`config.mk`:
```
export PLATFORM = sky130hd
export DESIGN_NAME = afs_alu_status_flags
export DESIGN_NICKNAME = d
export VERILOG_FILES = /design/src/common/afs_pkg.sv /design/src/hdl/afs_alu_status_flags.sv
export VERILOG_INCLUDE_DIRS = /design/src /design/src/common
export SDC_FILE = /design/constraint.sdc
export NUM_CORES = 1
export LEC_CHECK = 0
export BUFFER_PORTS_ARGS = -buffer_cell sky130_fd_sc_hd__buf_2
export CAP_MARGIN = 30
export CORE_MARGIN = 3
export CORE_UTILIZATION = 30
export DETAILED_ROUTE_END_ITERATION = 10
export PLACE_DENSITY_LB_ADDON = 0.08
export SETUP_SLACK_MARGIN = 0.05
export SYNTH_ARGS = -nofsm -noshare
export SYNTH_HDL_FRONTEND = slang
export SYNTH_SLANG_ARGS = --single-unit
```
`constraint.sdc`:
```
create_clock -name core_clk -period 11.3 [get_ports core_clk]
set_input_delay 0 -clock core_clk [delete_from_list [all_inputs] [get_ports core_clk]]
set_output_delay 0 -clock core_clk [all_outputs]
set_load 0.05 [all_outputs]
```
`src/common/afs_cfg.svh`:
```
/*
 * Constants of the arithmetic unit and flag register: file indices, APB layout,
 * field positions and reset values.
 * Assumes it is included by bare name after the package is compiled.
 */
`ifndef AFS_CFG_SVH
`define AFS_CFG_SVH
// file indices; APB byte address is four times the index
`define AFS_IDX_FLAGS  8'h04
`define AFS_IDX_ACC    8'h0A
`define AFS_IDX_MULTIPLY_RESULT_LOW  8'h18
`define AFS_IDX_MULTIPLY_RESULT_HIGH  8'h19
`define AFS_APB_AW     12
// flag register layout
`define AFS_BIT_OV     3
`define AFS_BIT_Z      2
`define AFS_BIT_DC     1
`define AFS_BIT_C      0
`define AFS_MODE_HI    7:4
`define AFS_PTR1_MODE  7:6
`define AFS_PTR0_MODE  5:4
`define AFS_LOW_FLAGS  2:0
// pointer step fields: the high bit of a field means hold, the low bit picks increment
`define AFS_BIT_P1HOLD 7
`define AFS_BIT_P1INC  6
`define AFS_BIT_P0HOLD 5
`define AFS_BIT_P0INC  4
// reset values
`define AFS_FLAG_RST   8'hF0
`define AFS_ACC_RST    8'h00
`endif

```
`src/common/afs_pkg.sv`:
```
/*
 * Types of the arithmetic unit: opcodes, operand source, destination,
 * pointer step modes and the carriers of instruction and file write.
 * Assumes a single core clock shared with the instruction sequencer.
 */
package afs_pkg;
   typedef enum logic [4:0] {
      AFS_OP_ADD, AFS_OP_ADDC, AFS_OP_SUB, AFS_OP_SUBB, AFS_OP_INC, AFS_OP_DEC,
      AFS_OP_AND, AFS_OP_IOR, AFS_OP_XOR, AFS_OP_COM, AFS_OP_MOVF, AFS_OP_CLR,
      AFS_OP_SWAP, AFS_OP_BCLR, AFS_OP_BSET, AFS_OP_MOVACC, AFS_OP_RLC, AFS_OP_RRC,
      AFS_OP_MUL
   } afs_op_t;
   typedef enum logic [1:0] {AFS_SRC_FILE, AFS_SRC_LIT, AFS_SRC_ACC} afs_src_t;
   typedef enum logic {AFS_DST_ACC, AFS_DST_FILE} afs_dst_t;
   typedef enum logic [1:0] {
      AFS_STEP_DEC = 2'h0, AFS_STEP_INC = 2'h1, AFS_STEP_HOLD = 2'h2
   } afs_step_t;
   typedef struct packed {
      afs_op_t    op;
      afs_src_t   src;
      afs_dst_t   dst;
      logic [7:0] fileAddr;
      logic [7:0] literal;
      logic [2:0] bitSel;
   } afs_instr_t;
   typedef struct packed {
      logic       we;
      logic [7:0] addr;
      logic [7:0] data;
   } afs_fwr_t;
endpackage : afs_pkg

```
`src/hdl/afs_alu_status_flags.sv`:
```
/*
 * 8-bit arithmetic unit with flag register, working accumulator and product
 * registers, reachable by the core and over APB.
 * Assumes the sequencer issues one instruction per valid cycle on core_clk and
 * answers file reads combinationally on fileRdData for external addresses.
 */
// Function
// RULE_01 - operations take two operands or one, as the opcode says
// RULE_02 - single-operand operations read the accumulator or a file register
// RULE_03 - two-operand operations use the accumulator plus file register or literal
// RULE_04 - flag register as destination: computed zero, nibble carry, carry win
// RULE_05 - clearing the flag register clears mode bits, sets zero, keeps the rest
// RULE_06 - software should alter flags only with no-flag instructions
// RULE_07 - in subtraction carry and nibble carry mean no borrow when set
// RULE_08 - signed range flag set when signed result leaves -128..+127
// RULE_09 - multiplier writes 16-bit product to low 18h and high 19h
// RULE_10 - product registers absent without multiplier, never reset otherwise
// RULE_11 - pointer mode field: 00 decrement, 01 increment, 1x hold
// RULE_12 - addition sets nibble carry on carry out of bit three
// RULE_13 - zero flag follows an all-zero operation result
// RULE_14 - flag register at file 04h; mode bits and signed flag writable
// RULE_15 - flags update on the same edge that writes the result; results for external files land one edge later through the registered fileWr
`include "afs_cfg.svh"
module afs_alu_status_flags
   import afs_pkg::*;
#(
   parameter bit HAS_MULT = 1'b1
) (
   input  wire logic                   core_clk,
   input  wire logic                   sys_rst,
   input  wire logic                   instrValid,
   input  wire afs_instr_t             instr,
   input  wire logic [7:0]             fileRdData,
   output afs_fwr_t                    fileWr,
   output logic      [7:0]             arithFlags,
   output afs_step_t                   ptr0Step,
   output afs_step_t                   ptr1Step,
   input  wire logic                   psel,
   input  wire logic                   penable,
   input  wire logic                   pwrite,
   input  wire logic [`AFS_APB_AW-1:0] paddr,
   input  wire logic [31:0]            pwdata,
   output logic      [31:0]            prdata,
   output logic                        pready,
   output logic                        pslverr
);
   logic [7:0] acc, multiply_result_low, multiply_result_high;
   logic [7:0] next_flags, next_acc, next_multiply_result_low, next_multiply_result_high;
   logic [7:0] fileVal, opB, res, addX, addY, rdVal;
   logic [8:0] sum9;
   logic [4:0] nib;
   logic       addCin, isArith, isZ, isRot, rotC, noWrite, toFlags, affLow;
   logic       apbWr, rdHit;
   logic [9:0] regIdx;

   assign regIdx = paddr[`AFS_APB_AW-1:2];
   assign apbWr  = psel & penable & pready & pwrite & ~pslverr;

   // file read: internal registers answer themselves, the rest come from outside
   always_comb begin
      unique case (instr.fileAddr)
         `AFS_IDX_FLAGS: fileVal = arithFlags;
         `AFS_IDX_ACC:   fileVal = acc;
         `AFS_IDX_MULTIPLY_RESULT_LOW: fileVal = HAS_MULT ? multiply_result_low : fileRdData;
         `AFS_IDX_MULTIPLY_RESULT_HIGH: fileVal = HAS_MULT ? multiply_result_high : fileRdData;
         default:        fileVal = fileRdData;
      endcase
   end

   // operand path; two-operand ops always pair the accumulator with opB
   always_comb begin
      unique case (instr.src)
         AFS_SRC_FILE: opB = fileVal;            // RULE_02 RULE_03
         AFS_SRC_LIT:  opB = instr.literal;      // RULE_03
         default:      opB = acc;                // RULE_02
      endcase
   end

   // operation decode and result
   always_comb begin
      addX = 8'h00; addY = 8'h00; addCin = 1'b0;
      isArith = 1'b0; isZ = 1'b0; isRot = 1'b0; rotC = 1'b0; noWrite = 1'b0;
      res = opB;
      unique case (instr.op)                    // RULE_01
         AFS_OP_ADD:    begin addX = acc; addY = opB; isArith = 1'b1; end
         AFS_OP_ADDC:   begin addX = acc; addY = opB; addCin = arithFlags[`AFS_BIT_C];
                              isArith = 1'b1; end
         // subtract by adding the complement: carry out set means no borrow
         AFS_OP_SUB:    begin addX = opB; addY = ~acc; addCin = 1'b1; isArith = 1'b1; end // RULE_07
         AFS_OP_SUBB:   begin addX = opB; addY = ~acc; addCin = arithFlags[`AFS_BIT_C];
                              isArith = 1'b1; end // RULE_07
         AFS_OP_INC:    begin addX = opB; addCin = 1'b1; isArith = 1'b1; end
         AFS_OP_DEC:    begin addX = opB; addY = 8'hFF; isArith = 1'b1; end
         AFS_OP_AND:    begin res = acc & opB; isZ = 1'b1; end
         AFS_OP_IOR:    begin res = acc | opB; isZ = 1'b1; end
         AFS_OP_XOR:    begin res = acc ^ opB; isZ = 1'b1; end
         AFS_OP_COM:    begin res = ~opB; isZ = 1'b1; end
         AFS_OP_MOVF:   isZ = 1'b1;
         AFS_OP_CLR:    begin res = 8'h00; isZ = 1'b1; end
         AFS_OP_SWAP:   res = {opB[3:0], opB[7:4]};
         AFS_OP_BCLR:   res = opB & ~(8'h01 << instr.bitSel);
         AFS_OP_BSET:   res = opB | (8'h01 << instr.bitSel);
         AFS_OP_MOVACC: res = acc;
         AFS_OP_RLC:    begin res = {opB[6:0], arithFlags[`AFS_BIT_C]}; rotC = opB[7];
                              isRot = 1'b1; end
         AFS_OP_RRC:    begin res = {arithFlags[`AFS_BIT_C], opB[7:1]}; rotC = opB[0];
                              isRot = 1'b1; end
         default:       noWrite = 1'b1;          // multiply only loads the product
      endcase
      nib  = {1'b0, addX[3:0]} + {1'b0, addY[3:0]} + {4'h0, addCin};
      sum9 = {1'b0, addX} + {1'b0, addY} + {8'h00, addCin};
      if (isArith) res = sum9[7:0];
   end

   assign toFlags = instrValid & ~noWrite & (instr.dst == AFS_DST_FILE)
                    & (instr.fileAddr == `AFS_IDX_FLAGS);
   assign affLow  = isArith | isZ | isRot;

   // flag register: APB write first, then the instruction, computed flags last
   always_comb begin
      next_flags = arithFlags;
      if (apbWr && regIdx == {2'b00, `AFS_IDX_FLAGS}) next_flags = pwdata[7:0];  // RULE_14
      if (toFlags) begin
         next_flags[`AFS_MODE_HI] = res[`AFS_MODE_HI];                            // RULE_05 RULE_14
         // hardware-owned bits keep their computed value, the write is dropped
         if (!affLow) next_flags[`AFS_BIT_OV:0] = res[`AFS_BIT_OV:0];             // RULE_04 RULE_05
      end
      if (instrValid && isArith) begin                                           // RULE_15
         next_flags[`AFS_BIT_OV] = (addX[7] == addY[7]) && (sum9[7] != addX[7]); // RULE_08
         next_flags[`AFS_BIT_DC] = nib[4];                                       // RULE_12 RULE_07
         next_flags[`AFS_BIT_C]  = sum9[8];                                      // RULE_07
      end
      if (instrValid && (isArith || isZ)) next_flags[`AFS_BIT_Z] = (res == 8'h00); // RULE_13
      if (instrValid && isRot) next_flags[`AFS_BIT_C] = rotC;
   end

   // accumulator: written as destination or as file 0Ah
   always_comb begin
      next_acc = acc;
      if (apbWr && regIdx == {2'b00, `AFS_IDX_ACC}) next_acc = pwdata[7:0];
      if (instrValid && !noWrite && (instr.dst == AFS_DST_ACC ||
          instr.fileAddr == `AFS_IDX_ACC)) next_acc = res;                        // RULE_15
   end

   // product registers; a multiply overrides any other write in the same cycle
   always_comb begin
      next_multiply_result_low = multiply_result_low;
      next_multiply_result_high = multiply_result_high;
      if (apbWr && regIdx == {2'b00, `AFS_IDX_MULTIPLY_RESULT_LOW}) next_multiply_result_low = pwdata[7:0];
      if (apbWr && regIdx == {2'b00, `AFS_IDX_MULTIPLY_RESULT_HIGH}) next_multiply_result_high = pwdata[7:0];
      if (instrValid && !noWrite && instr.dst == AFS_DST_FILE) begin
         if (instr.fileAddr == `AFS_IDX_MULTIPLY_RESULT_LOW) next_multiply_result_low = res;
         if (instr.fileAddr == `AFS_IDX_MULTIPLY_RESULT_HIGH) next_multiply_result_high = res;
      end
      if (instrValid && instr.op == AFS_OP_MUL) begin                              // RULE_09
         {next_multiply_result_high, next_multiply_result_low} = 16'(acc) * 16'(opB);
      end
   end

   // flags and pointer step decode share the reset
   always_ff @(posedge core_clk) begin
      if (sys_rst) begin
         arithFlags <= `AFS_FLAG_RST;
         ptr0Step   <= AFS_STEP_HOLD;
         ptr1Step   <= AFS_STEP_HOLD;
      end else begin
         arithFlags <= next_flags;
         ptr0Step   <= next_flags[`AFS_BIT_P0HOLD] ? AFS_STEP_HOLD :
                       (next_flags[`AFS_BIT_P0INC] ? AFS_STEP_INC : AFS_STEP_DEC); // RULE_11
         ptr1Step   <= next_flags[`AFS_BIT_P1HOLD] ? AFS_STEP_HOLD :
                       (next_flags[`AFS_BIT_P1INC] ? AFS_STEP_INC : AFS_STEP_DEC); // RULE_11
      end
   end

   always_ff @(posedge core_clk) begin
      if (sys_rst) acc <= `AFS_ACC_RST;
      else         acc <= next_acc;
   end

   // no reset on purpose: contents survive every reset, undefined after power-up
   always_ff @(posedge core_clk) begin
      if (HAS_MULT) begin                                                         // RULE_10
         multiply_result_low <= next_multiply_result_low;
         multiply_result_high <= next_multiply_result_high;
      end else begin
         multiply_result_low <= 8'h00;
         multiply_result_high <= 8'h00;
      end
   end

   // writes to files that live outside this block
   always_ff @(posedge core_clk) begin
      if (sys_rst) fileWr <= '0;
      else begin
         fileWr.we   <= instrValid & ~noWrite & (instr.dst == AFS_DST_FILE) &
                        ~(instr.fileAddr == `AFS_IDX_FLAGS || instr.fileAddr == `AFS_IDX_ACC ||
                          (HAS_MULT && (instr.fileAddr == `AFS_IDX_MULTIPLY_RESULT_LOW ||
                                        instr.fileAddr == `AFS_IDX_MULTIPLY_RESULT_HIGH)));
         fileWr.addr <= instr.fileAddr;
         fileWr.data <= res;
      end
   end

   // APB read decode; product registers are unmapped on the variant without them
   always_comb begin
      rdHit = 1'b1;
      rdVal = 8'h00;
      if (paddr[1:0] != 2'h0) rdHit = 1'b0;
      else unique case (regIdx)
         {2'b00, `AFS_IDX_FLAGS}: rdVal = arithFlags;
         {2'b00, `AFS_IDX_ACC}:   rdVal = acc;
         {2'b00, `AFS_IDX_MULTIPLY_RESULT_LOW}: begin rdVal = HAS_MULT ? multiply_result_low : 8'h00; rdHit = HAS_MULT; end
         {2'b00, `AFS_IDX_MULTIPLY_RESULT_HIGH}: begin rdVal = HAS_MULT ? multiply_result_high : 8'h00; rdHit = HAS_MULT; end
         default:                 rdHit = 1'b0;
      endcase
   end

   // answer is prepared in the setup cycle so every APB output is a flop
   always_ff @(posedge core_clk) begin
      if (sys_rst) begin
         pready  <= 1'b0;
         pslverr <= 1'b0;
         prdata  <= 32'h0000_0000;
      end else begin
         pready  <= psel & ~penable;
         pslverr <= psel & ~penable & ~rdHit;
         prdata  <= (psel & ~penable & ~pwrite) ? {24'h00_0000, rdVal} : 32'h0000_0000;
      end
   end

   // checking helpers
   logic        resZero, ovRange, noBorrow, lastCarry;
   logic signed [9:0] sSum;
   logic [2:0]  keepBits;
   assign resZero   = (res == 8'h00);
   assign sSum      = 10'(signed'(acc)) + 10'(signed'(opB));
   assign ovRange   = (sSum > 10'sh07F) || (sSum < -10'sh080);
   assign noBorrow  = (opB >= acc);
   assign lastCarry = sum9[8];
   assign keepBits  = {arithFlags[`AFS_BIT_OV], arithFlags[`AFS_BIT_DC], arithFlags[`AFS_BIT_C]};

   a_zero_track: assert property (@(posedge core_clk) disable iff (sys_rst) // RULE_13
      instrValid && (isArith || isZ) |=> arithFlags[`AFS_BIT_Z] == $past(resZero))
      else $error("zero flag does not follow result");
   a_sub_borrow: assert property (@(posedge core_clk) disable iff (sys_rst) // RULE_07
      instrValid && instr.op == AFS_OP_SUB |=> arithFlags[`AFS_BIT_C] == $past(noBorrow))
      else $error("subtract carry is not inverted borrow");
   a_ovf_range: assert property (@(posedge core_clk) disable iff (sys_rst) // RULE_08
      instrValid && instr.op == AFS_OP_ADD |=> arithFlags[`AFS_BIT_OV] == $past(ovRange))
      else $error("signed range flag wrong after add");
   a_nibble_carry: assert property (@(posedge core_clk) disable iff (sys_rst) // RULE_12
      instrValid && instr.op == AFS_OP_ADD && instr.src == AFS_SRC_LIT
      |=> arithFlags[`AFS_BIT_DC] == ($past(acc[3:0]) + $past(instr.literal[3:0]) > 5'h0F))
      else $error("nibble carry wrong after add");
   a_flag_protect: assert property (@(posedge core_clk) disable iff (sys_rst) // RULE_04
      toFlags && isArith |=> arithFlags[`AFS_LOW_FLAGS] ==
         {$past(resZero), $past(nib[4]), $past(lastCarry)})
      else $error("written flag bits overrode computed flags");
   a_clear_flags: assert property (@(posedge core_clk) disable iff (sys_rst) // RULE_05
      toFlags && instr.op == AFS_OP_CLR && !apbWr |=> arithFlags[`AFS_MODE_HI] == 4'h0
         && arithFlags[`AFS_BIT_Z] && keepBits == $past(keepBits))
      else $error("clearing flag register gave wrong bits");
   a_step_mode: assert property (@(posedge core_clk) disable iff (sys_rst) // RULE_11
      ptr0Step == (arithFlags[`AFS_BIT_P0HOLD] ? AFS_STEP_HOLD :
                   (arithFlags[`AFS_BIT_P0INC] ? AFS_STEP_INC : AFS_STEP_DEC)))
      else $error("pointer step mode mismatch");
   a_mul_product: assert property (@(posedge core_clk) disable iff (sys_rst) // RULE_09
      instrValid && instr.op == AFS_OP_MUL && HAS_MULT
      |=> {multiply_result_high, multiply_result_low} == 16'($past(acc)) * 16'($past(opB)))
      else $error("product registers not loaded");
   a_two_operand: assert property (@(posedge core_clk) disable iff (sys_rst) // RULE_03
      instrValid && instr.op == AFS_OP_AND && instr.src == AFS_SRC_LIT && instr.dst == AFS_DST_ACC
      |=> acc == ($past(acc) & $past(instr.literal)))
      else $error("two-operand and used wrong operands");
endmodule : afs_alu_status_flags

```
Word level (Yosys, flattened, before mapping)

Cells that the tools add are included.

Register bits after elaboration: 87
Input bits: 85
Output and inout bits: 63

$add $sub $neg: 4
Multiply operators: 1
Eq/ne operators: 29
Shift-type cells: 1
Muxes and demuxes: 33
Bitwise operators: 28
Reduce and logical (&&, ||, !) cells: 35

Operators by type and width:

| kind                  | number |
|---|---|
| $mux W8               | 13 |
| $pmux W8 S11          | 1 |
| $pmux W8 S4           | 2 |
| $eq A5 B4 Y1 const B  | 8 |
| $pmux W8 S2           | 2 |
| $not A8 Y8            | 3 |
| $pmux W8 S3           | 1 |
| $eq A10 B5 Y1 const B | 2 |
| $eq A5 B3 Y1 const B  | 4 |
| $reduce_or A18 Y1     | 1 |
| $and A8 B8 Y8         | 2 |
| $eq A8 B5 Y1 const B  | 2 |
| $mul A8 B8 Y16        | 1 |
| $or A8 B8 Y8          | 2 |
| $eq A5 B5 Y1 const B  | 3 |
| $reduce_or A2 Y1      | 7 |
| $logic_and A1 B1 Y1   | 12 |
| $reduce_or A6 Y1      | 2 |
| $and A1 B1 Y1         | 11 |
| $eq A10 B3 Y1 const B | 1 |
| $eq A10 B4 Y1 const B | 1 |
| $eq A5 B2 Y1 const B  | 2 |
| $mux W1               | 10 |
| $add A8 B8 Y9         | 1 |
| other kinds (23)      | 37 |

Logic depth before layout (Yosys ltp)

Gate-level depths: netlist of the first run.

Word-level depth: 11
Depth in mapped cells: 24

Worst setup path after synthesis of the first run

Ideal clock, no wire load.

Kind: input port to flip-flop
Start point: input instr[12] in the netlist's numbering
End point: register multiply_result_high[7]
Setup time: 0.130 ns
Arrival time: 5.197 ns
Data required time: 11.170 ns
Setup slack: 5.973 ns
Cell stages on the path: 23
Cell sequence: buf_6 nor4_4 o21ai_4 and3_4 o41a_1 clkbuf_1 and2_1 fa_1 fa_1 ha_1 inv_1 fa_1 inv_1 ha_1 nor2b_1 o21a_1 o21ai_0 a21oi_1 o21ai_0 a21oi_1 o41ai_1 xnor2_1 o21ai_0

Word-level cells in the longest chain between the ends: 10
Elaborated cells on any way between the ends: 22

Ends and longest elaborated chain:

| item                                       | line                        | text |
|---|---|---|
| from (decl)                                | afs_alu_status_flags.sv:32  | `input wire afs_instr_t instr,` |
| $eq A8 B5 Y1 (tied with other cells)       | afs_alu_status_flags.sv:61  | `unique case (instr.fileAddr)` |
| $pmux W8 S4                                | afs_alu_status_flags.sv:61  |  |
| $pmux W8 S2                                | afs_alu_status_flags.sv:72  | `unique case (instr.src)` |
| $pmux W8 S3 or $pmux W8 S2 (tied branches) | afs_alu_status_flags.sv:84  | `unique case (instr.op)` |
| $add A8 B8 Y9                              | afs_alu_status_flags.sv:111 | `sum9 = {1'b0, addX} + {1'b0, addY} + {8'h00, addCin};` |
| $add A9 B1 Y9                              | afs_alu_status_flags.sv:111 |  |
| $mux W8                                    | afs_alu_status_flags.sv:112 | `if (isArith) res = sum9[7:0];` |
| $mux W8                                    | afs_alu_status_flags.sv:153 | `` if (instr.fileAddr == `AFS_IDX_MULTIPLY_RESULT_HIGH) next_multiply_result_high = res; `` |
| $mux W8                                    | afs_alu_status_flags.sv:151 | `if (instrValid && !noWrite && instr.dst == AFS_DST_FILE) begin` |
| $mux W8 (*)                                | afs_alu_status_flags.sv:155 | `if (instrValid && instr.op == AFS_OP_MUL) begin` |
| net next_multiply_result_high[7]           | afs_alu_status_flags.sv:48  | `logic [7:0] next_flags, next_acc, next_multiply_result_low, next_multiply_result_high;` |
| to (signal assigned)                       | afs_alu_status_flags.sv:184 | `multiply_result_high <= next_multiply_result_high;` |
| to (decl)                                  | afs_alu_status_flags.sv:47  | `logic [7:0] acc, multiply_result_low, multiply_result_high;` |

Mark *: on every way through the listed nets, which the timed path passes. The rest lies on a longest branch.
A chain may end at the register's enable or synchronous reset.

Final worst setup path of the first run

Start point: input instr[14] in the netlist's numbering
End point: register multiply_result_high[7]

The elaborated chain is that of the path after synthesis.

==> impl_metrics.json, run 1 <==
{
  "outcome": "completed",
  "period_share": 0.557,
  "cts_setup_buffers": 0,
  "dp_cells": 1237,
  "syn_to_final_growth_pct": 16.8,
  "drt-pass1-iter-count": 5,
  "grt_usage": 0.199,
  "finalSetupViolCount": 0,
  "cts_tree": "built",
  "grt.overflow.total": 0,
  "fin_nets": 1120,
  "fin_setup_tns_ps": 0,
  "post-route-min-period_ps": 6290,
  "clk_pin_slew_ps": 60,
  "ys_types": 73,
  "cts_resized": 0,
  "insertedDiodeCount": 0,
  "avgRoutedWirePerCell_um": 20.6,
  "seq_area_frac_synth": 0.179,
  "start_util": 0.309,
  "drv_slew": 0,
  "power_density_nw_per_um2": 97.6,
  "io_buffers": 99,
  "end_kind": "flip-flop",
  "placed_area_sq_um": 7820,
  "core_area_sq_um": 22800,
  "async_reset_ff_frac": 0,
  "fmax_mhz": 159,
  "grt_pass1_vias": 6447,
  "dieArea_sq_um": 25400,
  "syn_inst": 856,
  "leakage_nw": 3.76,
  "cp_max_fo": 14,
  "gp_congestion": 0.818,
  "cts_max_level": 3,
  "route.antenna.remaining_nets": 0,
  "final_cell_mix": "buf_2 (99), nand2_1 (72), dfxtp_1 (63)",
  "cap_viol_max_count": 0,
  "synth_seq_cells": 63,
  "clock_sinks": 63,
  "critPathRequiredTime_ps": 11490,
  "drt_iter0_markers": 541,
  "instances_no_fill": 1264,
  "finClkSkew_ps": 8.66,
  "synth_area_per_cell_sq_um": 8.24,
  "power_mw": 0.804,
  "final_common_cell": "buf_2",
  "n_fill_cell": 2496,
  "fp.dieW_um": 159,
  "clock_path_buffers": 2,
  "drive_gt1_frac": 0.179,
  "via_count": 6630,
  "crit_type": "primary input to flip-flop",
  "clock_latency_ps": 340,
  "ys_warn_count": 0,
  "num_rows": 55,
  "worstPathArrival_ps": 6480,
  "start_kind": "primary input",
  "max-slew-margin-rel": 0.376,
  "synthFlopType": "dfxtp_1",
  "rsz0062_at_grt": "no",
  "place_hpwl_mm": 19.2,
  "numCtsBuffers": 9,
  "ioPinCount": 148,
  "vdd_ir_drop_max_v": 0.0000583,
  "synth_edf_count": 0,
  "antenna_found_initial": 0,
  "wl_mm": 26.0,
  "cts_hold_buf": 11,
  "tightest_slew_ps": 929,
  "synth.cell_area_sq_um": 7050,
  "grt_pass1_wl_mm": 39.2,
  "vias_per_cell": 5.25,
  "final-hold-violation-count": 0,
  "grt_max_degree": 27,
  "postLayoutCellArea_sq_um": 8240,
  "hp-class": "primary input to flip-flop",
  "clock-root-buffer": "clkbuf_16",
  "die_h_um": 159,
  "drc": 0
}
[flip-flops by register name, indices dropped and copies added, names as in the netlist, 2 cells and up]
| register | cells |
|---|---|
| prdata | 8 |
| multiply_result_high | 8 |
| acc | 8 |
| fileWr | 17 |
| ptr1Step | 2 |
| ptr0Step | 2 |
| arithFlags | 8 |
| multiply_result_low | 8 |
[per-stage QoR]
step / setup WS, ps / hold slack [ps] / utilization
2_1_floorplan: 5970 / 71.6 / -
3_3_place_gp: 5090 / 255 / 0.342
3_5_place_dp: 5040 / 256 / 0.342
4_1_cts: 4940 / 15.8 / 0.361
5_1_grt: 4450 / 51.5 / 0.361
6_report: 5010 / 14.0 / 0.361
[path summary, 6_finish.rpt]
kind	slack, ps	cells past startpoint	to	from
hold / removal	10	3	fileWr[16]	instr[19]
setup reg to reg	5610	22	multiply_result_high[7]	multiply_result_high[3]
setup / recovery	5010	24	multiply_result_high[7]	instr[14]
hold reg to reg	640	2	prdata[6]	acc[6]
[power by group]
group	total [mW]	internal, mW	switching, mW
sequential	0.248	0.237	0.0108
combinational	0.266	0.0902	0.176
clock	0.290	0.182	0.108
total	0.804	0.510	0.294
[worst max-delay path, stage by stage]
cell and delay (ps):
dlygate4sd3_1 530, buf_2 160, nor4b_4 740, o21ai_4 210, and3_4 230, o41a_1 300, buf_4 210, and2_1 190
fa_1 420, fa_1 490, ha_1 300, inv_1 60, fa_1 530, inv_1 50, ha_1 320, nor2b_1 140
o21a_1 170, o21ai_0 310, a21oi_1 140, o21ai_0 240, a21oi_1 140, o41ai_1 340, xnor2_1 160, o21ai_0 80
[final cells by class]
| class | instances | area [sq um] | area share |
|---|---|---|---|
| inverters | 63 | 236 | 0.0287 |
| multi-input cells | 677 | 5270 | 0.640 |
| repair buffers | 132 | 771 | 0.0936 |
| clock buffers | 11 | 253 | 0.0307 |
| well taps | 313 | 392 | 0.0475 |
| flip-flops and latches | 63 | 1260 | 0.153 |
| clock inverters | 5 | 56.3 | 0.00683 |
[layer usage]
layer / GRT usage / share of wire / up-vias
li1: - / - / 3184
met2: 0.325 / 0.46 / 204
met4: 0.0581 / 0.024 / 0
met1: 0.274 / 0.47 / 3214
met5: 0 / 0 / -
met3: 0.0299 / 0.046 / 28
[cells in the mapped netlist (7+ instances only)]
cell type | n | area [sq um]
a211oi_1 | 7 | 52.6
a21oi_1 | 33 | 165
a221o_1 | 8 | 80.1
a222oi_1 | 8 | 80.1
a22o_1 | 11 | 96.3
a22oi_1 | 14 | 105
a31oi_1 | 11 | 68.8
and2_1 | 56 | 350
and3_1 | 9 | 56.3
buf_4 | 25 | 188
clkbuf_1 | 44 | 165
dfxtp_1 | 63 | 1260
fa_1 | 38 | 761
ha_1 | 51 | 638
inv_1 | 62 | 233
mux2_2 | 17 | 191
mux2i_1 | 45 | 450
nand2_1 | 72 | 270
nand2b_1 | 7 | 43.8
nand3_1 | 18 | 90.1
nor2_1 | 50 | 188
nor2b_1 | 16 | 100
nor3_1 | 20 | 100
o211ai_1 | 18 | 135
o21ai_0 | 37 | 185
o22ai_1 | 9 | 56.3
xnor2_1 | 11 | 96.3
xor2_1 | 9 | 78.8
[kinds of logic (layout without fill, tap and decap cells)]
| family | count (synthesis) | in the layout | synth area share |
|---|---|---|---|
| compound gates | 199 | 199 | 0.202 |
| mux | 62 | 62 | 0.0910 |
| buf+inv | 139 | 211 | 0.0891 |
| simple gates | 283 | 283 | 0.215 |
| other cells | 1 | 24 | 0.000532 |
| fa+ha+maj | 89 | 89 | 0.198 |
| flops | 63 | 63 | 0.179 |
| xor+xnor | 20 | 20 | 0.0248 |
Note: power is estimated with default switching activity, not from simulation.
==> inputs of run 2 (changes only) <==
--- a/config.mk
+++ b/config.mk
@@ -6,6 +6,7 @@
 export SDC_FILE = /design/constraint.sdc
 export NUM_CORES = 1
 export LEC_CHECK = 0
+export ABC_AREA = 1
 export BUFFER_PORTS_ARGS = -buffer_cell sky130_fd_sc_hd__buf_2
 export CAP_MARGIN = 30
 export CORE_MARGIN = 3
==> constraint.sdc (replaced) <==
create_clock -name core_clk -period 5.3 [get_ports core_clk]
set_input_delay 0 -clock core_clk [delete_from_list [all_inputs] [get_ports core_clk]]
set_output_delay 0 -clock core_clk [all_outputs]
set_load 0.05 [all_outputs]
==> run 2 against run 1 <==
Power up 120%. First-iteration DRC count is 11% higher. Count of clock-buffer cells in the layout is 1 higher. Clock skew is essentially flat. Cell area rose by 8.3%. Setup slack got worse by 4700 ps. Wire length rose by 12%. Largest power group is now combinational logic.
==> impl_metrics.json, run 2 <==
{
  "outcome": "completed",
  "drive_gt1_frac": 0.213,
  "synthFlopType": "dfxtp_1",
  "cts_tree": "built",
  "finClkSkew_ps": 9.15,
  "fp.dieW_um": 163,
  "clock_latency_ps": 340,
  "cap_viol_max_count": 0,
  "synth.cell_area_sq_um": 7380,
  "rsz0062_at_grt": "no",
  "worstPathArrival_ps": 5230,
  "crit_type": "flip-flop to flip-flop",
  "cp-endpoint": "multiply_result_high[5]",
  "grt.overflow.total": 0,
  "ff_latch_area_sq_um": 1260,
  "postLayoutCellArea_sq_um": 8920,
  "power_density_nw_per_um2": 201,
  "async_reset_ff_frac": 0,
  "placed_area_sq_um": 8510,
  "power_mw": 1.79,
  "synth_area_per_cell_sq_um": 6.60,
  "p_comb_frac": 0.367,
  "end_kind": "flip-flop",
  "io_buffers": 99,
  "clkPwrFrac": 0.328,
  "synth_top_area_cell": "dfxtp_1",
  "start_util": 0.310,
  "core_area_sq_um": 23800,
  "n_fill_cell": 2705,
  "drc": 0,
  "synth_area_leaders": "dfxtp_1 (17%), nand2_1 (11%), fa_1 (10%)",
  "synth_edf_count": 0,
  "syn_to_final_growth_pct": 20.9,
  "num_rows": 56,
  "fin_util": 0.374,
  "largest_reg_flops": 17,
  "r2r_cells": 25,
  "place_hpwl_mm": 23.8,
  "ys_types": 50,
  "ioPinCount": 148,
  "grt_pass1_wl_mm": 44.1,
  "vdd_ir_drop_max_v": 0.000143,
  "p_int_mw": 1.10,
  "clock_path_buffers": 2,
  "gp_congestion": 0.890,
  "fin_nets": 1444,
  "fin_setup_tns_ps": 0,
  "grt_usage": 0.216,
  "final-hold-violation-count": 0,
  "reg2reg_slack_ps": 350,
  "clock-root-buffer": "clkbuf_16",
  "syn_inst": 1117,
  "avgRoutedWirePerCell_um": 18.2,
  "dieArea_sq_um": 26500,
  "p_sw_frac": 0.386,
  "grt_pass1_vias": 7371,
  "final_cell_mix": "nand2_1 (223), inv_1 (165), nor2_1 (136)",
  "clk_pin_slew_ps": 50,
  "timing.rr.end": "multiply_result_high[5]",
  "post-route-min-period_ps": 4950,
  "seq_area_frac_synth": 0.171,
  "via_count": 7752,
  "yosys-top-cells-count": "nand2_1 (223), inv_1 (165), nor2_1 (136)",
  "cp_max_fo": 4,
  "seqPwrFrac": 0.306,
  "grt_max_degree": 30,
  "p_sw_mw": 0.692,
  "final_common_cell": "nand2_1",
  "vias_per_cell": 4.86,
  "ys_warn_count": 0,
  "clock_sinks": 63,
  "r2r_start": "multiply_result_high[4]",
  "drt_iter0_markers": 601,
  "numCtsBuffers": 9,
  "crit_start": "multiply_result_high[4]",
  "synth_seq_cells": 63,
  "cts_max_level": 3,
  "drt-pass1-iter-count": 6,
  "regMostFlops": "fileWr",
  "fmax_mhz": 202,
  "max-slew-margin-rel": 0.515,
  "wl_mm": 29.0,
  "yosysMostFrequentCell": "nand2_1",
  "antenna_found_initial": 0,
  "period_share": 0.934,
  "synth_top_cell_area_share": 0.171,
  "insertedDiodeCount": 0,
  "route.antenna.remaining_nets": 0,
  "die_h_um": 163,
  "cts_setup_buffers": 0,
  "hp-class": "primary input to flip-flop",
  "start_kind": "flip-flop",
  "drv_slew": 0,
  "tightest_slew_ps": 724,
  "leakage_nw": 4.60,
  "finalSetupViolCount": 0,
  "multi_input_area_sq_um": 5120,
  "critPathRequiredTime_ps": 5580
}
run 2: cell count changes in the layout (fill, tap and decap cells not counted), moves of 20 or more:
| cell | change |
|---|---|
| nand2_1 | +151 |
| inv_1 | +103 |
| nor2_1 | +86 |
| and2_1 | -56 |
| mux2i_1 | -45 |
| buf_4 | +42 |
| nand3_1 | +31 |
| inv_2 | +26 |
| o21ai_0 | +24 |
| o21ai_1 | +20 |
run 2: critical path: stages, from the launching register on:
cell,delay (ps)
dfxtp_1,360
nand2_1,80
nand2_1,90
nor2_1,130
nand3_2,130
nand2_2,130
inv_1,70
ha_1,210
fa_1,550
fa_1,470
fa_1,560
inv_1,60
fa_1,530
inv_1,40
ha_1,330
a21oi_1,180
o21ai_1,120
nand2_1,100
nand2_1,50
nand2_1,90
a21boi_2,70
o21ai_0,140
nand2_1,100
a21oi_1,170
o21ai_2,90
nand2_1,60
run 2: kinds of logic (layout without fill, tap and decap cells):
logic type / Yosys count / in the layout / synth area share
fa+ha+maj: 89 / 89 / 0.190
other cells: 1 / 24 / 0.000508
simple gates: 481 / 481 / 0.298
flops: 63 / 63 / 0.171
buf+inv: 252 / 387 / 0.148
compound gates: 224 / 224 / 0.185
xor+xnor: 7 / 7 / 0.00831
run 2: layer usage:
metal,track usage,part of all wire,vias up
met5,0,0,-
met4,0.0554,0.026,0
met2,0.351,0.45,246
met1,0.310,0.47,3593
met3,0.0188,0.051,39
li1,-,-,3874
run 2: power groups by stage:
stage	Sequential [mW]	Clock, mW	Combinational (mW)
2_1_floorplan	0.581	0	0.379
3_3_place_gp	0.558	0	0.651
3_5_place_dp	0.557	0	0.646
4_1_cts	0.547	0.597	0.655
5_1_grt	0.550	0.613	0.716
6_report	0.548	0.587	0.658
run 2: cell type report:
cell class / count / area share
Tap cell: 319 / 0.0448
Clock buffer: 12 / 0.0276
Clock inverter: 4 / 0.00505
Multi-Input combinational cell: 825 / 0.575
Sequential cell: 63 / 0.142
Inverter: 197 / 0.0835
Timing Repair Buffer: 174 / 0.123
run 2: worst min-delay path by stage:
stage,cells after the start,from,to
floorplan,2,instr[16],fileWr[13]
global placement,3,instr[18],fileWr[15]
detailed placement,3,instr[18],fileWr[15]
CTS,3,pwdata[7],arithFlags[7]
global route,3,pwdata[7],arithFlags[7]
finish,4,instr[11],fileWr[8]
run 2: metrics by stage:
step / hold WS, ps / instances / setup WS, ps
floorplan: 107 / 1140 / 200
global placement: 250 / 1568 / -16.1
detailed placement: 256 / 1568 / -28.3
CTS: 11.7 / 1594 / 166
global route: 21.9 / 1594 / 16.8
finish: 21.3 / 1594 / 348
run 2: what timing repair did:
action,4_1_cts,5_1_grt
hold endpoints to repair,9,0
hold buffers,10,0
gates resized for setup,0,9
endpoints found under the setup margin,0,2
==> inputs of run 3 (changes only) <==
==> constraint.sdc (replaced) <==
create_clock -name core_clk -period 5.6 [get_ports core_clk]
set_input_delay 0 -clock core_clk [delete_from_list [all_inputs] [get_ports core_clk]]
set_output_delay 0 -clock core_clk [all_outputs]
set_load 0.05 [all_outputs]
==> run 3 against run 2 <==
Worst hold slack worse by 4.9 ps. Wire length fell by 2.2%. Final cell count decreased by 2.1%. Cell area shrank 3.0%. Power down 7.5%. Register-to-register slack hardly changed. Sequential power shrank 6.0%. Global-route usage fell by 0.43 points. Sequential share of layout area increased by 0.43 points. Count of clock-buffer cells in the layout fell by 1. Core utilization decreased by 1.1 points. Critical path type unchanged. Critical endpoint unchanged. Largest cell class unchanged.
==> impl_metrics.json, run 3 (synthesized netlist as in run 2, its figures left out) <==
{
  "grt.overflow.total": 0,
  "insertedDiodeCount": 0,
  "post-route-min-period_ps": 5260,
  "end_kind": "flip-flop",
  "syn_to_final_growth_pct": 17.3,
  "drt-pass1-iter-count": 5,
  "fin_setup_tns_ps": 0,
  "whs_ps": 16.4,
  "cts_tree": "built",
  "p_sw_mw": 0.640,
  "die_h_um": 163,
  "cts_setup_buffers": 0,
  "fmax_mhz": 190,
  "seqPwrFrac": 0.311,
  "clock_sinks": 63,
  "drive_gt1_frac": 0.189,
  "io_buffers": 99,
  "cp_max_fo": 6,
  "via_count": 7577,
  "fin_nets": 1410,
  "p_comb_frac": 0.351,
  "grt_pass1_wl_mm": 42.8,
  "grt_use_met2": 0.344,
  "reg2reg_slack_ps": 340,
  "start_util": 0.310,
  "wl_mm": 28.4,
  "largest_reg_flops": 17,
  "outcome": "completed",
  "clock-root-buffer": "clkbuf_16",
  "dieArea_sq_um": 26500,
  "n_fill_cell": 2665,
  "hp-class": "primary input to flip-flop",
  "grt.met1_usage": 0.297,
  "finalSetupViolCount": 0,
  "ioPinCount": 148,
  "p_int_mw": 1.02,
  "clk_pin_slew_ps": 60,
  "drc": 0,
  "critPathRequiredTime_ps": 5820,
  "clock_path_buffers": 2,
  "grt_usage": 0.212,
  "clock_latency_ps": 330,
  "period_share": 0.939,
  "avgRoutedWirePerCell_um": 18.2,
  "tightest_slew_ps": 774,
  "place_hpwl_mm": 23.0,
  "final-hold-violation-count": 0,
  "core_area_sq_um": 23800,
  "drt_iter0_markers": 633,
  "rsz0062_at_grt": "no",
  "vdd_ir_drop_max_v": 0.000136,
  "top_usage_layer": "met2",
  "regMostFlops": "fileWr",
  "power_mw": 1.66,
  "postLayoutCellArea_sq_um": 8650,
  "leakage_nw": 4.42,
  "grt_max_degree": 30,
  "clkPwrFrac": 0.339,
  "gp_congestion": 0.897,
  "num_rows": 56,
  "max-slew-margin-rel": 0.482,
  "cts_max_level": 3,
  "placed_area_sq_um": 8240,
  "final_common_cell": "nand2_1",
  "grt_pass1_vias": 7122,
  "vias_per_cell": 4.86,
  "numCtsBuffers": 9,
  "start_kind": "flip-flop",
  "crit_type": "flip-flop to flip-flop",
  "worstPathArrival_ps": 5480,
  "cap_viol_max_count": 0,
  "finClkSkew_ps": 8.23,
  "final_cell_mix": "nand2_1 (223), inv_1 (165), nor2_1 (136)",
  "p_sw_frac": 0.386,
  "power_density_nw_per_um2": 192,
  "route.antenna.remaining_nets": 0,
  "met3_usage": 0.0237,
  "fp.dieW_um": 163,
  "antenna_found_initial": 0,
  "drv_slew": 0
}
==> run 3: cell count changes in the layout (fill, tap and decap cells not counted), sizes merged <==
cell	delta
buf	-35
clkbuf	-1
clkinv	-2
clkinvlp	+3
dlygate4sd3	+1
==> run 3: layer usage <==
layer,vias up,wire (um)
met5,-,0
met4,0,682
met3,26,1550
met2,248,12800
met1,3503,13300
li1,3800,-
==> run 3: cell type report <==
type | instances | area, sq um | share of cell area
Clock buffer | 11 | 243 | 0.0281
Clock inverter | 5 | 57.6 | 0.00665
Inverter | 197 | 744 | 0.0860
Multi-Input combinational cell | 825 | 5120 | 0.591
Sequential cell | 63 | 1260 | 0.146
Tap cell | 319 | 399 | 0.0461
Timing Repair Buffer | 140 | 831 | 0.0960
==> run 3: critical path, cell delays in order (launching register included) <==
cell and delay, ps:
dfxtp_1 340, nand2_1 80, nand2_1 140, nor2_1 150
nand3_2 190, nand2_4 170, inv_1 70, ha_1 200
fa_1 550, fa_1 460, fa_1 570, inv_1 60
fa_1 530, inv_1 50, ha_1 360, nand2_1 90
o21ai_0 230, nand2_1 120, nand2_1 80, nand2_1 60
a21boi_1 190, o21ai_0 100, nand2_1 80, a21oi_1 60
o21ai_1 130, nand2_1 60
==> run 3: per-stage QoR <==
step	setup slack, ps	util	std cells
floorplan	500	-	1140
global placement	71.2	0.346	1533
detailed placement	44.7	0.346	1533
CTS	274	0.363	1560
global route	51.1	0.363	1560
finish	343	0.363	1560
==> run 3: path summary, 6_finish.rpt <==
kind | startpoint | end | depth (start not counted)
worst max-delay path | multiply_result_high[4] | multiply_result_high[5] | 25
worst min-delay path | pwdata[7] | arithFlags[7] | 3
worst max register to register | multiply_result_high[4] | multiply_result_high[5] | 25
worst min register to register | multiply_result_low[3] | prdata[3] | 2
==> run 3: power groups by stage <==
stage	clock, mW	sequential, mW	combinational [mW]
final	0.561	0.515	0.581
after global placement	0	0.524	0.576
after floorplan	0	0.550	0.359
after CTS	0.572	0.514	0.582
after detailed placement	0	0.523	0.573
after global routing	0.587	0.519	0.642
==> run 3: repair_timing <==
| item | CTS | global route |
|---|---|---|
| endpoints found under the hold margin | 10 | 0 |
| gates resized for setup | 0 | 6 |
| setup endpoints to repair | 0 | 2 |
| hold buffers | 11 | 0 |
